**src/core/eiap_pkg.sv**
```systemverilog
// Shared constants and types of the indirect nonvolatile access port
package eiap_pkg;

	// ------------------------------------------------------------
	// Timing
	// ------------------------------------------------------------
	localparam int unsigned CLK_HZ            = 40_000_000;
	localparam int unsigned PROG_TIME_MS      = 20;
	localparam int unsigned PROG_CYCLES       = PROG_TIME_MS * (CLK_HZ / 1000);
	localparam int unsigned RESET_WAIT_NS     = 100;
	// Strictly longer than the wait, so one extra cycle
	localparam int unsigned RESET_WAIT_CYCLES = (RESET_WAIT_NS * (CLK_HZ / 1_000_000)) / 1000 + 1;
	localparam int unsigned USER_WRITE_LIMIT  = 100;

	// ------------------------------------------------------------
	// Register offsets
	// ------------------------------------------------------------
	localparam logic [7:0] REG_SIL_REV   = 8'h01;
	localparam logic [7:0] REG_NV_ADDR   = 8'h11;
	localparam logic [7:0] REG_NV_DATA   = 8'h12;
	localparam logic [7:0] REG_SHUTTER   = 8'ha4;
	localparam logic [7:0] REG_USER_NV   = 8'hf0;
	localparam logic [7:0] REG_CUSTOMER  = 8'hf5;
	localparam logic [7:0] REG_WAFER_HI  = 8'hf6;
	localparam logic [7:0] REG_WAFER_LO  = 8'hf7;
	localparam logic [7:0] REG_DIE_HI    = 8'hf8;
	localparam logic [7:0] REG_DIE_LO    = 8'hf9;
	localparam logic [7:0] REG_PART_TYPE = 8'hfa;
	localparam logic [7:0] REG_PART_REL  = 8'hfb;

	// ------------------------------------------------------------
	// Fields, reset values, commands
	// ------------------------------------------------------------
	localparam int unsigned NV_DEPTH       = 16;
	localparam int unsigned NV_IDX_W       = 4;
	localparam logic [7:0]  NV_PAGE_BASE   = 8'hf0;
	localparam logic [7:0]  NV_ADDR_RESET  = 8'h00;
	localparam logic [7:0]  USER_NV_RESET  = 8'h00;
	localparam logic [7:0]  CUSTOMER_RESET = 8'h00;
	localparam logic [7:0]  READ_ZERO      = 8'h00;
	localparam logic [7:0]  GCALL_RESET    = 8'h06;
	localparam int unsigned SHUTTER_GO_BIT = 0;

	typedef enum logic [1:0] {
		EIAP_K_WRITE = 2'h0,
		EIAP_K_READ  = 2'h1,
		EIAP_K_GCALL = 2'h2
	} eiap_kind_e;

	// ------------------------------------------------------------
	// Address decoding
	// ------------------------------------------------------------
	function automatic logic nv_in_page(input logic [7:0] a);
		return a[7:NV_IDX_W] == NV_PAGE_BASE[7:NV_IDX_W];
	endfunction

	function automatic logic nv_writable(input logic [7:0] a);
		return a == REG_USER_NV;
	endfunction

endpackage

```
**src/core/eiap_if.sv**
```systemverilog
// Register access link between the host processor and the device
interface eiap_if;
	logic       req;
	logic       wr;
	logic       gcall;
	logic [7:0] addr;
	logic [7:0] wdata;
	logic       ack;
	logic [7:0] rdata;
	logic       ready;

	modport dev
	(
		input  req,
		input  wr,
		input  gcall,
		input  addr,
		input  wdata,
		output ack,
		output rdata,
		output ready
	);

	modport host
	(
		output req,
		output wr,
		output gcall,
		output addr,
		output wdata,
		input  ack,
		input  rdata,
		input  ready
	);
endinterface

```
**src/core/eiap_device.sv**
```systemverilog
// Device end: indirect access port to the configuration EEPROM page
//
// Operation
// RL1: Address register selects next indirect location
// RL2: Data register write programs addressed byte
// RL3: Each programming cycle lasts twenty milliseconds
// RL4: Indirect write leaves live register unchanged
// RL5: EEPROM copied to live registers only at reset
// RL6: Data register read returns EEPROM byte only
// RL7: Data reads advance the indirect address
// RL8: Part release byte readable only indirectly
// RL9: Wafer and die identifiers readable only indirectly
// RL10: Page holds read-only identification bytes
// RL11: Host avoids user byte write during acquisition
// RL12: Host limits user byte writes to hundred
// RL13: General-call reset acts as reset pin
// RL14: Silicon revision readable as live register
// RL15: Host waits ready, loads program before shutter
// RL16: Host waits programming time before next access
module eiap_device #(
	parameter int unsigned PROG_CYCLES = eiap_pkg::PROG_CYCLES,
	parameter logic [7:0]  SILICON_REV = 8'h3c, // Value is arbitrary
	parameter logic [7:0]  CUSTOMER_IDENTIFIER = eiap_pkg::CUSTOMER_RESET,
	parameter logic [15:0] WAFER_IDENT = 16'h2d71, // Value is arbitrary
	parameter logic [15:0] DIE_ID      = 16'h0b9e, // Value is arbitrary
	parameter logic [7:0]  PART_TYPE   = 8'h5a, // Value is arbitrary
	parameter logic [7:0]  PART_REL    = 8'h21 // Value is arbitrary
) (
	input  wire logic clock,
	input  wire logic rst,
	input  wire logic nv_init,
	eiap_if.dev       link
);

	localparam int unsigned PW = $clog2(PROG_CYCLES + 1);

	// ------------------------------------------------------------
	// Factory image of the page
	// ------------------------------------------------------------
	function automatic logic [7:0] nv_factory(input logic [7:0] a);
		logic [7:0] v;
		v = eiap_pkg::READ_ZERO;
		unique case (a)
			eiap_pkg::REG_USER_NV:   v = eiap_pkg::USER_NV_RESET;
			eiap_pkg::REG_CUSTOMER:  v = CUSTOMER_IDENTIFIER; // RL10
			eiap_pkg::REG_WAFER_HI:  v = WAFER_IDENT[15:8]; // RL10
			eiap_pkg::REG_WAFER_LO:  v = WAFER_IDENT[7:0]; // RL10
			eiap_pkg::REG_DIE_HI:    v = DIE_ID[15:8]; // RL10
			eiap_pkg::REG_DIE_LO:    v = DIE_ID[7:0]; // RL10
			eiap_pkg::REG_PART_TYPE: v = PART_TYPE; // RL10
			eiap_pkg::REG_PART_REL:  v = PART_REL; // RL10
			default:                 v = eiap_pkg::READ_ZERO;
		endcase
		return v;
	endfunction

	logic                          gc_rst;
	logic                          next_gc_rst;
	logic                          sys_rst;
	logic                          take_gc;
	logic                          take_wr;
	logic                          take_rd;
	logic                          busy;
	logic                          prog_start;
	logic [eiap_pkg::NV_IDX_W-1:0] ptr_idx;
	logic [7:0]                    nv_mem [eiap_pkg::NV_DEPTH];
	logic [7:0]                    next_nv_mem [eiap_pkg::NV_DEPTH];
	logic [PW-1:0]                 prog_cnt;
	logic [PW-1:0]                 next_prog_cnt;
	logic [7:0]                    nv_addr;
	logic [7:0]                    next_nv_addr;
	logic [7:0]                    live_user;
	logic [7:0]                    next_live_user;
	logic [7:0]                    live_customer;
	logic [7:0]                    next_live_customer;
	logic [7:0]                    live_part_type;
	logic [7:0]                    next_live_part_type;
	logic                          ack;
	logic                          next_ack;
	logic [7:0]                    rdata;
	logic [7:0]                    next_rdata;
	logic                          ready;
	logic                          next_ready;

	// ------------------------------------------------------------
	// Request decode
	// ------------------------------------------------------------
	assign take_gc    = link.req && link.gcall && (link.wdata == eiap_pkg::GCALL_RESET);
	assign take_wr    = link.req && !link.gcall && link.wr && !sys_rst;
	assign take_rd    = link.req && !link.gcall && !link.wr && !sys_rst;
	assign busy       = (prog_cnt != '0);
	assign prog_start = take_wr && (link.addr == eiap_pkg::REG_NV_DATA) && !busy; // RL2
	assign ptr_idx    = nv_addr[eiap_pkg::NV_IDX_W-1:0];

	// ------------------------------------------------------------
	// Reset sequencing
	// ------------------------------------------------------------
	// General call gives a one-cycle internal reset, same path as the pin
	assign sys_rst = rst || gc_rst; // RL13

	always_comb
	begin
		next_gc_rst = take_gc; // RL13
	end

	always_ff @(posedge clock)
	begin
		if (rst)
			gc_rst <= 1'b0;
		else
			gc_rst <= next_gc_rst;
	end

	// ------------------------------------------------------------
	// Nonvolatile array, kept through every reset
	// ------------------------------------------------------------
	always_comb
	begin
		next_nv_mem = nv_mem;
		if (nv_init)
		begin
			for (int i = 0; i < eiap_pkg::NV_DEPTH; i++)
			begin
				next_nv_mem[i] = nv_factory(eiap_pkg::NV_PAGE_BASE | 8'(i));
			end
		end
		else if (prog_start && eiap_pkg::nv_in_page(nv_addr)
			&& eiap_pkg::nv_writable(nv_addr))
		begin
			next_nv_mem[ptr_idx] = link.wdata; // RL2
		end
	end

	always_ff @(posedge clock)
	begin
		nv_mem <= next_nv_mem;
	end

	// ------------------------------------------------------------
	// Programming timer; further data writes ignored while busy
	// ------------------------------------------------------------
	always_comb
	begin
		next_prog_cnt = prog_cnt;
		if (prog_start)
			next_prog_cnt = PW'(PROG_CYCLES); // RL3
		else if (busy)
			next_prog_cnt = prog_cnt - PW'(1); // RL3
	end

	always_ff @(posedge clock)
	begin
		if (sys_rst)
			prog_cnt <= '0;
		else
			prog_cnt <= next_prog_cnt;
	end

	// ------------------------------------------------------------
	// Indirect address pointer
	// ------------------------------------------------------------
	always_comb
	begin
		next_nv_addr = nv_addr;
		if (take_wr && (link.addr == eiap_pkg::REG_NV_ADDR))
			next_nv_addr = link.wdata; // RL1
		else if (take_rd && (link.addr == eiap_pkg::REG_NV_DATA))
			next_nv_addr = nv_addr + 8'h01; // RL7
	end

	always_ff @(posedge clock)
	begin
		if (sys_rst)
			nv_addr <= eiap_pkg::NV_ADDR_RESET;
		else
			nv_addr <= next_nv_addr;
	end

	// ------------------------------------------------------------
	// Live control registers, loaded from the array during reset
	// ------------------------------------------------------------
	always_comb
	begin
		next_live_user      = live_user; // RL4
		next_live_customer  = live_customer;
		next_live_part_type = live_part_type;
		if (sys_rst)
		begin
			next_live_user      = nv_mem[eiap_pkg::REG_USER_NV[eiap_pkg::NV_IDX_W-1:0]]; // RL5
			next_live_customer  = nv_mem[eiap_pkg::REG_CUSTOMER[eiap_pkg::NV_IDX_W-1:0]]; // RL5
			next_live_part_type = nv_mem[eiap_pkg::REG_PART_TYPE[eiap_pkg::NV_IDX_W-1:0]]; // RL5
		end
		else if (take_wr && (link.addr == eiap_pkg::REG_USER_NV))
		begin
			next_live_user = link.wdata;
		end
	end

	always_ff @(posedge clock)
	begin
		live_user      <= next_live_user;
		live_customer  <= next_live_customer;
		live_part_type <= next_live_part_type;
	end

	// ------------------------------------------------------------
	// Answer path
	// ------------------------------------------------------------
	always_comb
	begin
		next_ack   = !sys_rst && (take_wr || take_rd || take_gc);
		next_rdata = eiap_pkg::READ_ZERO;
		next_ready = !sys_rst && !busy;
		if (take_rd)
		begin
			unique case (link.addr)
				eiap_pkg::REG_SIL_REV:   next_rdata = SILICON_REV; // RL14
				eiap_pkg::REG_NV_ADDR:   next_rdata = nv_addr;
				eiap_pkg::REG_NV_DATA:
				begin
					if (eiap_pkg::nv_in_page(nv_addr))
						next_rdata = nv_mem[ptr_idx]; // RL6 RL8 RL9
				end
				eiap_pkg::REG_USER_NV:   next_rdata = live_user;
				eiap_pkg::REG_CUSTOMER:  next_rdata = live_customer;
				eiap_pkg::REG_PART_TYPE: next_rdata = live_part_type;
				// Identifier and release bytes have no live copy
				default:                 next_rdata = eiap_pkg::READ_ZERO; // RL8 RL9
			endcase
		end
	end

	always_ff @(posedge clock)
	begin
		if (rst)
		begin
			ack   <= 1'b0;
			rdata <= eiap_pkg::READ_ZERO;
			ready <= 1'b0;
		end
		else
		begin
			ack   <= next_ack;
			rdata <= next_rdata;
			ready <= next_ready;
		end
	end

	assign link.ack   = ack;
	assign link.rdata = rdata;
	assign link.ready = ready;

endmodule

```
**src/flat_wrapper.sv**
```systemverilog
// flat-port wrapper written by rule: the top's interface ports become plain ports
module eiap_device_flat 
#(
	parameter int unsigned PROG_CYCLES = eiap_pkg::PROG_CYCLES,
	parameter logic [7:0]  SILICON_REV = 8'h3c,                      
	parameter logic [7:0]  CUSTOMER_IDENTIFIER = eiap_pkg::CUSTOMER_RESET,
	parameter logic [15:0] WAFER_IDENT = 16'h2d71,                      
	parameter logic [15:0] DIE_ID      = 16'h0b9e,                      
	parameter logic [7:0]  PART_TYPE   = 8'h5a,                      
	parameter logic [7:0]  PART_REL    = 8'h21                      
)
  (clock, rst, nv_init, link_req, link_wr, link_gcall, link_addr, link_wdata, link_ack, link_rdata, link_ready);
  eiap_if link_i ();
  input  wire logic clock;
  input  wire logic rst;
  input  wire logic nv_init;
  input wire logic [$bits(link_i.req)-1:0] link_req;
  input wire logic [$bits(link_i.wr)-1:0] link_wr;
  input wire logic [$bits(link_i.gcall)-1:0] link_gcall;
  input wire logic [$bits(link_i.addr)-1:0] link_addr;
  input wire logic [$bits(link_i.wdata)-1:0] link_wdata;
  output wire logic [$bits(link_i.ack)-1:0] link_ack;
  output wire logic [$bits(link_i.rdata)-1:0] link_rdata;
  output wire logic [$bits(link_i.ready)-1:0] link_ready;
  assign link_i.req = link_req;
  assign link_i.wr = link_wr;
  assign link_i.gcall = link_gcall;
  assign link_i.addr = link_addr;
  assign link_i.wdata = link_wdata;
  assign link_ack = link_i.ack;
  assign link_rdata = link_i.rdata;
  assign link_ready = link_i.ready;
  eiap_device #(.PROG_CYCLES(PROG_CYCLES), .SILICON_REV(SILICON_REV), .CUSTOMER_IDENTIFIER(CUSTOMER_IDENTIFIER), .WAFER_IDENT(WAFER_IDENT), .DIE_ID(DIE_ID), .PART_TYPE(PART_TYPE), .PART_REL(PART_REL)) u_core (.clock(clock), .rst(rst), .nv_init(nv_init), .link(link_i));
endmodule
```
**config.mk**
```make
export PLATFORM = sky130hd
export DESIGN_NAME = eiap_device_flat
export DESIGN_NICKNAME = d
export VERILOG_FILES = /design/src/core/eiap_pkg.sv /design/src/core/eiap_if.sv /design/src/core/eiap_device.sv /design/src/flat_wrapper.sv
export SDC_FILE = /design/constraint.sdc
export NUM_CORES = 1
export LEC_CHECK = 0
export BUFFER_PORTS_ARGS = -buffer_cell sky130_fd_sc_hd__buf_4
export CAP_MARGIN = 20
export CELL_PAD_IN_SITES_DETAIL_PLACEMENT = 0
export CELL_PAD_IN_SITES_GLOBAL_PLACEMENT = 2
export CORE_AREA = 2 2 149 151
export DETAILED_ROUTE_END_ITERATION = 8
export DIE_AREA = 0 0 151 153
export GPL_TIMING_DRIVEN = 0
export PLACE_DENSITY_LB_ADDON = 0.1
export SYNTH_ARGS = -nofsm -noshare
export SYNTH_HDL_FRONTEND = slang
export SYNTH_SLANG_ARGS = --single-unit
export TNS_END_PERCENT = 100
```
**constraint.sdc**
```tcl
create_clock -name clock -period 2.25 [get_ports clock]
set_input_delay 0.3375 -clock clock [delete_from_list [all_inputs] [get_ports clock]]
set_output_delay 0.3375 -clock clock [all_outputs]
set_load 0.005 [all_outputs]
```
==> summary.md <==
| Metric | Value |
|---|---|
| Fill cells | `2,099` |
| Syn nets | `756` |
| Required time worst endpoint | `2540 ps` |
| Critical path launch point type | `register` |
| Final Skew | `16.6 ps` |
| Arr. time, crit path | `2450 ps` |
| Post-synth EDFFs | `24` |
| GRT busiest layer | `met2` |
| Fin crit share | `96.1%` |
| Tightest Pin Transition | `815 ps` |
| DP Wirelength | `15,600 um` |
| Tmin final | `2160 ps` |
| Largest net degree at the start of global routing | `26` |
| Gr usage total | `19.7%` |
| I/O pins | `32` |
| Setup TNS Final | `0 ps` |
| Num CTS Buffers | `17` |
| Ordered list of cells on the worst path | `clkbuf_2, clkbuf_8, mux4_2, o211ai_1, a31oi_1` |
| Root buffer cell | `clkbuf_16` |
| First-pass GRT wire length | `34,100 um` |
| Cells after Synth | `between 700 and 800` |
| Final Cell Area | `9310 um2` |
| F_max | `462 MHz` |
| Die height | `153 um` |
| Cell-internal power | `5.79 mW` |
| Crit Reg-Reg Endpoint | `u_core.link.rdata[5]` |
| Most frequent cells in the layout | `dfxtp_1, nand2_1, nor2b_1, nor2_1, buf_4` |
| Routed wire length | `about 22,000 um` |
| Tot Pwr | `8.32 mW` |
| Worst Reg-to-Reg Cells | `5` |
| CTS tree | `yes` |
| Most common cell after layout, fill and taps aside | `dfxtp_1` |
| CTS Buffer Depth | `2` |
| Placed Cells | `approximately 1,000` |
| Met1 Use GR | `28.0%` |
| Hold Path Cell Cnt | `3` |
| DRT Pass-1 Iters | `5` |
| Worst R2R Start | `u_core.nv_addr[1]` |
| H-tree levels | `4` |
| Endpoint, Worst Hold | `u_core.nv_mem[120]` |
| Area growth, synth to finish | `19.1%` |
| ANT cells | `0` |
| Layout Cells excl Fill | `approximately 1,100` |
| DRC viols | `0` |
| Vias in the first global route | `5,772` |
| Synth warn | `0` |
| Sw Ratio | `30.4%` |
| Met2 usage | `30.9%` |
| Met3 usage | `3.49%` |
| CP endpoint kind | `register` |
| Routed len/inst | `20.0 um` |
| CTS Sinks | `191` |
| NetSw | `2.53 mW` |
| Clk pwr share | `36.4%` |
| Syn Std Cell Area | `7820 um2` |
| RSZ-0062 raised after global routing | `yes` |
| Die ar. | `23,100 um2` |
| Ys async rst share | `0%` |
| P_leak | `3.52 nW` |
| Layout cells sized above 1 | `21.9%` |
| Flop2flop setup slack | `90 ps` |
| Reg power frac | `44.8%` |
| # rows | `54` |
| CP max FO | `10` |
| Total number of vias | `5,672` |
| Clock slew seen by the registers of the worst setup and hold paths | `80 ps` |
| #FFs+latches synth | `191` |
| Initial antenna violation count | `0` |
| Max rail drop VDD | `0.478 mV` |
| Synthesized area per cell | `about 11 um2` |
| Pwr/cell area | `893 nW/um2` |
| HP Class | `input pin to register` |
| Outcome | `complete, no violations` |
| Core area | `21,500 um2` |
| ANT nets after route | `0` |
| Post-synthesis sequential area ratio | `52.0%` |
| Placed Area | `8430 um2` |
| Slowest stage cell, crit path | `mux4_2` |
| Slew headroom | `45.7%` |
| Nets | `818` |
| Cell family with most CP delay | `compound AO/OA/AOI/OAI gates` |
| Synth cell types | `61` |
| Hold Path Origin | `link_wdata[0]` |
| CP bufs+invs | `2` |
| Slew Limit Fails | `0` |
| Average vias per placed instance | `about 5.2` |
| Number of max-cap violations | `0` |
| Crit Path Category | `register to register` |
| Final hold vios | `0` |
| Grt ovf | `0` |
| Die width | `151 um` |
| Initial core utilization | `36.4%` |
| Placer Congestion | `0.834` |
| Clk_lat worst skew | `440 ps` |
| IO buf count | `30` |
| Hold_ws | `roughly 190 ps` |
| Logic pwr share | `a little under a fifth` |
| Initial drt markers | `426` |
| Main synth FF type | `dfxtp_1` |
| Slowest stage delay, CP | `540 ps` |
| Final setup vio count | `0` |
-- sequential cells by signal (all words and copies together), names as in the netlist, 8 cells and up --
| name | cells |
|---|---|
| u_core.link.rdata | 8 |
| u_core.live_customer | 8 |
| u_core.live_part_type | 8 |
| u_core.live_user | 8 |
| u_core.nv_addr | 8 |
| u_core.nv_mem | 128 |
| u_core.prog_cnt | 20 |
-- logic make-up (layout without fill, tap and decap cells) --
group | Yosys count | after routing | synth area share (%)
fa+ha+maj | 5 | 5 | 0.800
flops | 191 | 191 | 52.0
mux | 75 | 75 | 14.2
xor+xnor | 6 | 6 | 0.672
compound gates | 92 | 92 | 8.03
buf+inv | 45 | 120 | 2.27
simple gates | 315 | 315 | 22.1
-- worst min-delay path, cell delays in order --
cell	delay, ps
buf_4	130
mux2i_1	70
nor2_1	70
-- worst max-delay path by stage --
stage,startpoint,end,cells after the start
2_1_floorplan,u_core.prog_cnt[10],u_core.nv_mem[112],5
3_3_place_gp,u_core.nv_addr[0],u_core.nv_mem[102],9
3_5_place_dp,u_core.nv_addr[0],u_core.nv_mem[109],9
4_1_cts,u_core.nv_addr[0],u_core.nv_mem[99],10
5_1_grt,u_core.nv_addr[1],u_core.nv_mem[127],8
6_report,u_core.nv_addr[1],u_core.link.rdata[5],5
-- cells in the mapped netlist, types with 7 or more instances --
| library cell | n | area, um2 |
|---|---|---|
| dfxtp_1 | 167 | 3340 |
| nand2_1 | 81 | 304 |
| nor2b_1 | 78 | 488 |
| nor2_1 | 57 | 214 |
| mux2i_1 | 41 | 410 |
| clkbuf_1 | 30 | 113 |
| mux4_2 | 28 | 631 |
| edfxtp_1 | 24 | 721 |
| a21oi_1 | 23 | 115 |
| or2_2 | 23 | 144 |
| nor3_1 | 19 | 95.1 |
| a22oi_1 | 13 | 97.6 |
| a31oi_1 | 9 | 56.3 |
| or3_1 | 8 | 50.1 |
| nor4_1 | 7 | 43.8 |
-- per-stage QoR --
| stage | util [%] | setup slack, ps |
|---|---|---|
| final | 43.3 | 87.7 |
| after floorplan | - | 2.48 |
| after global routing | 43.3 | -27.6 |
| after CTS | 43.0 | 0.514 |
| after global placement | 39.2 | -895 |
| after detailed placement | 39.2 | -957 |
-- timing repair --
| item | CTS | global route |
|---|---|---|
| buffers inserted | 9 | 3 |
| gates resized for setup | 27 | 13 |
| endpoints found under the setup margin | 64 | 57 |
| pin swaps | 5 | 2 |
| hold buffers | 0 | 0 |
-- power groups by stage --
| stage | Combinational [mW] | Clock [mW] | Sequential (mW) |
|---|---|---|---|
| 3_3_place_gp | 1.34 | 0 | 3.80 |
| 2_1_floorplan | 1.02 | 0 | 3.77 |
| 4_1_cts | 1.50 | 3.11 | 3.73 |
| 6_report | 1.56 | 3.03 | 3.73 |
| 3_5_place_dp | 1.35 | 0 | 3.81 |
| 5_1_grt | 1.72 | 3.24 | 3.75 |
-- layer usage --
| layer | vias up | part of all wire, % | routed length [um] |
|---|---|---|---|
| li1 | 2727 | - | - |
| met1 | 2813 | 49 | 10600 |
| met2 | 111 | 45 | 9870 |
| met3 | 21 | 4.0 | 865 |
| met4 | 0 | 1.6 | 350 |
| met5 | - | 0 | 0 |
-- final cells by class --
| type | count | area (um2) | share of cell area, % |
|---|---|---|---|
| Clock buffer | 19 | 454 | 4.88 |
| Multi-Input combinational cell | 493 | 3680 | 39.6 |
| Sequential cell | 191 | 4070 | 43.7 |
| Inverter | 8 | 33.8 | 0.363 |
| Tap cell | 280 | 350 | 3.76 |
| Timing Repair Buffer | 43 | 373 | 4.00 |
| Clock inverter | 13 | 148 | 1.59 |
| Buffer | 37 | 200 | 2.15 |
Power figures use the tool's default switching activity.
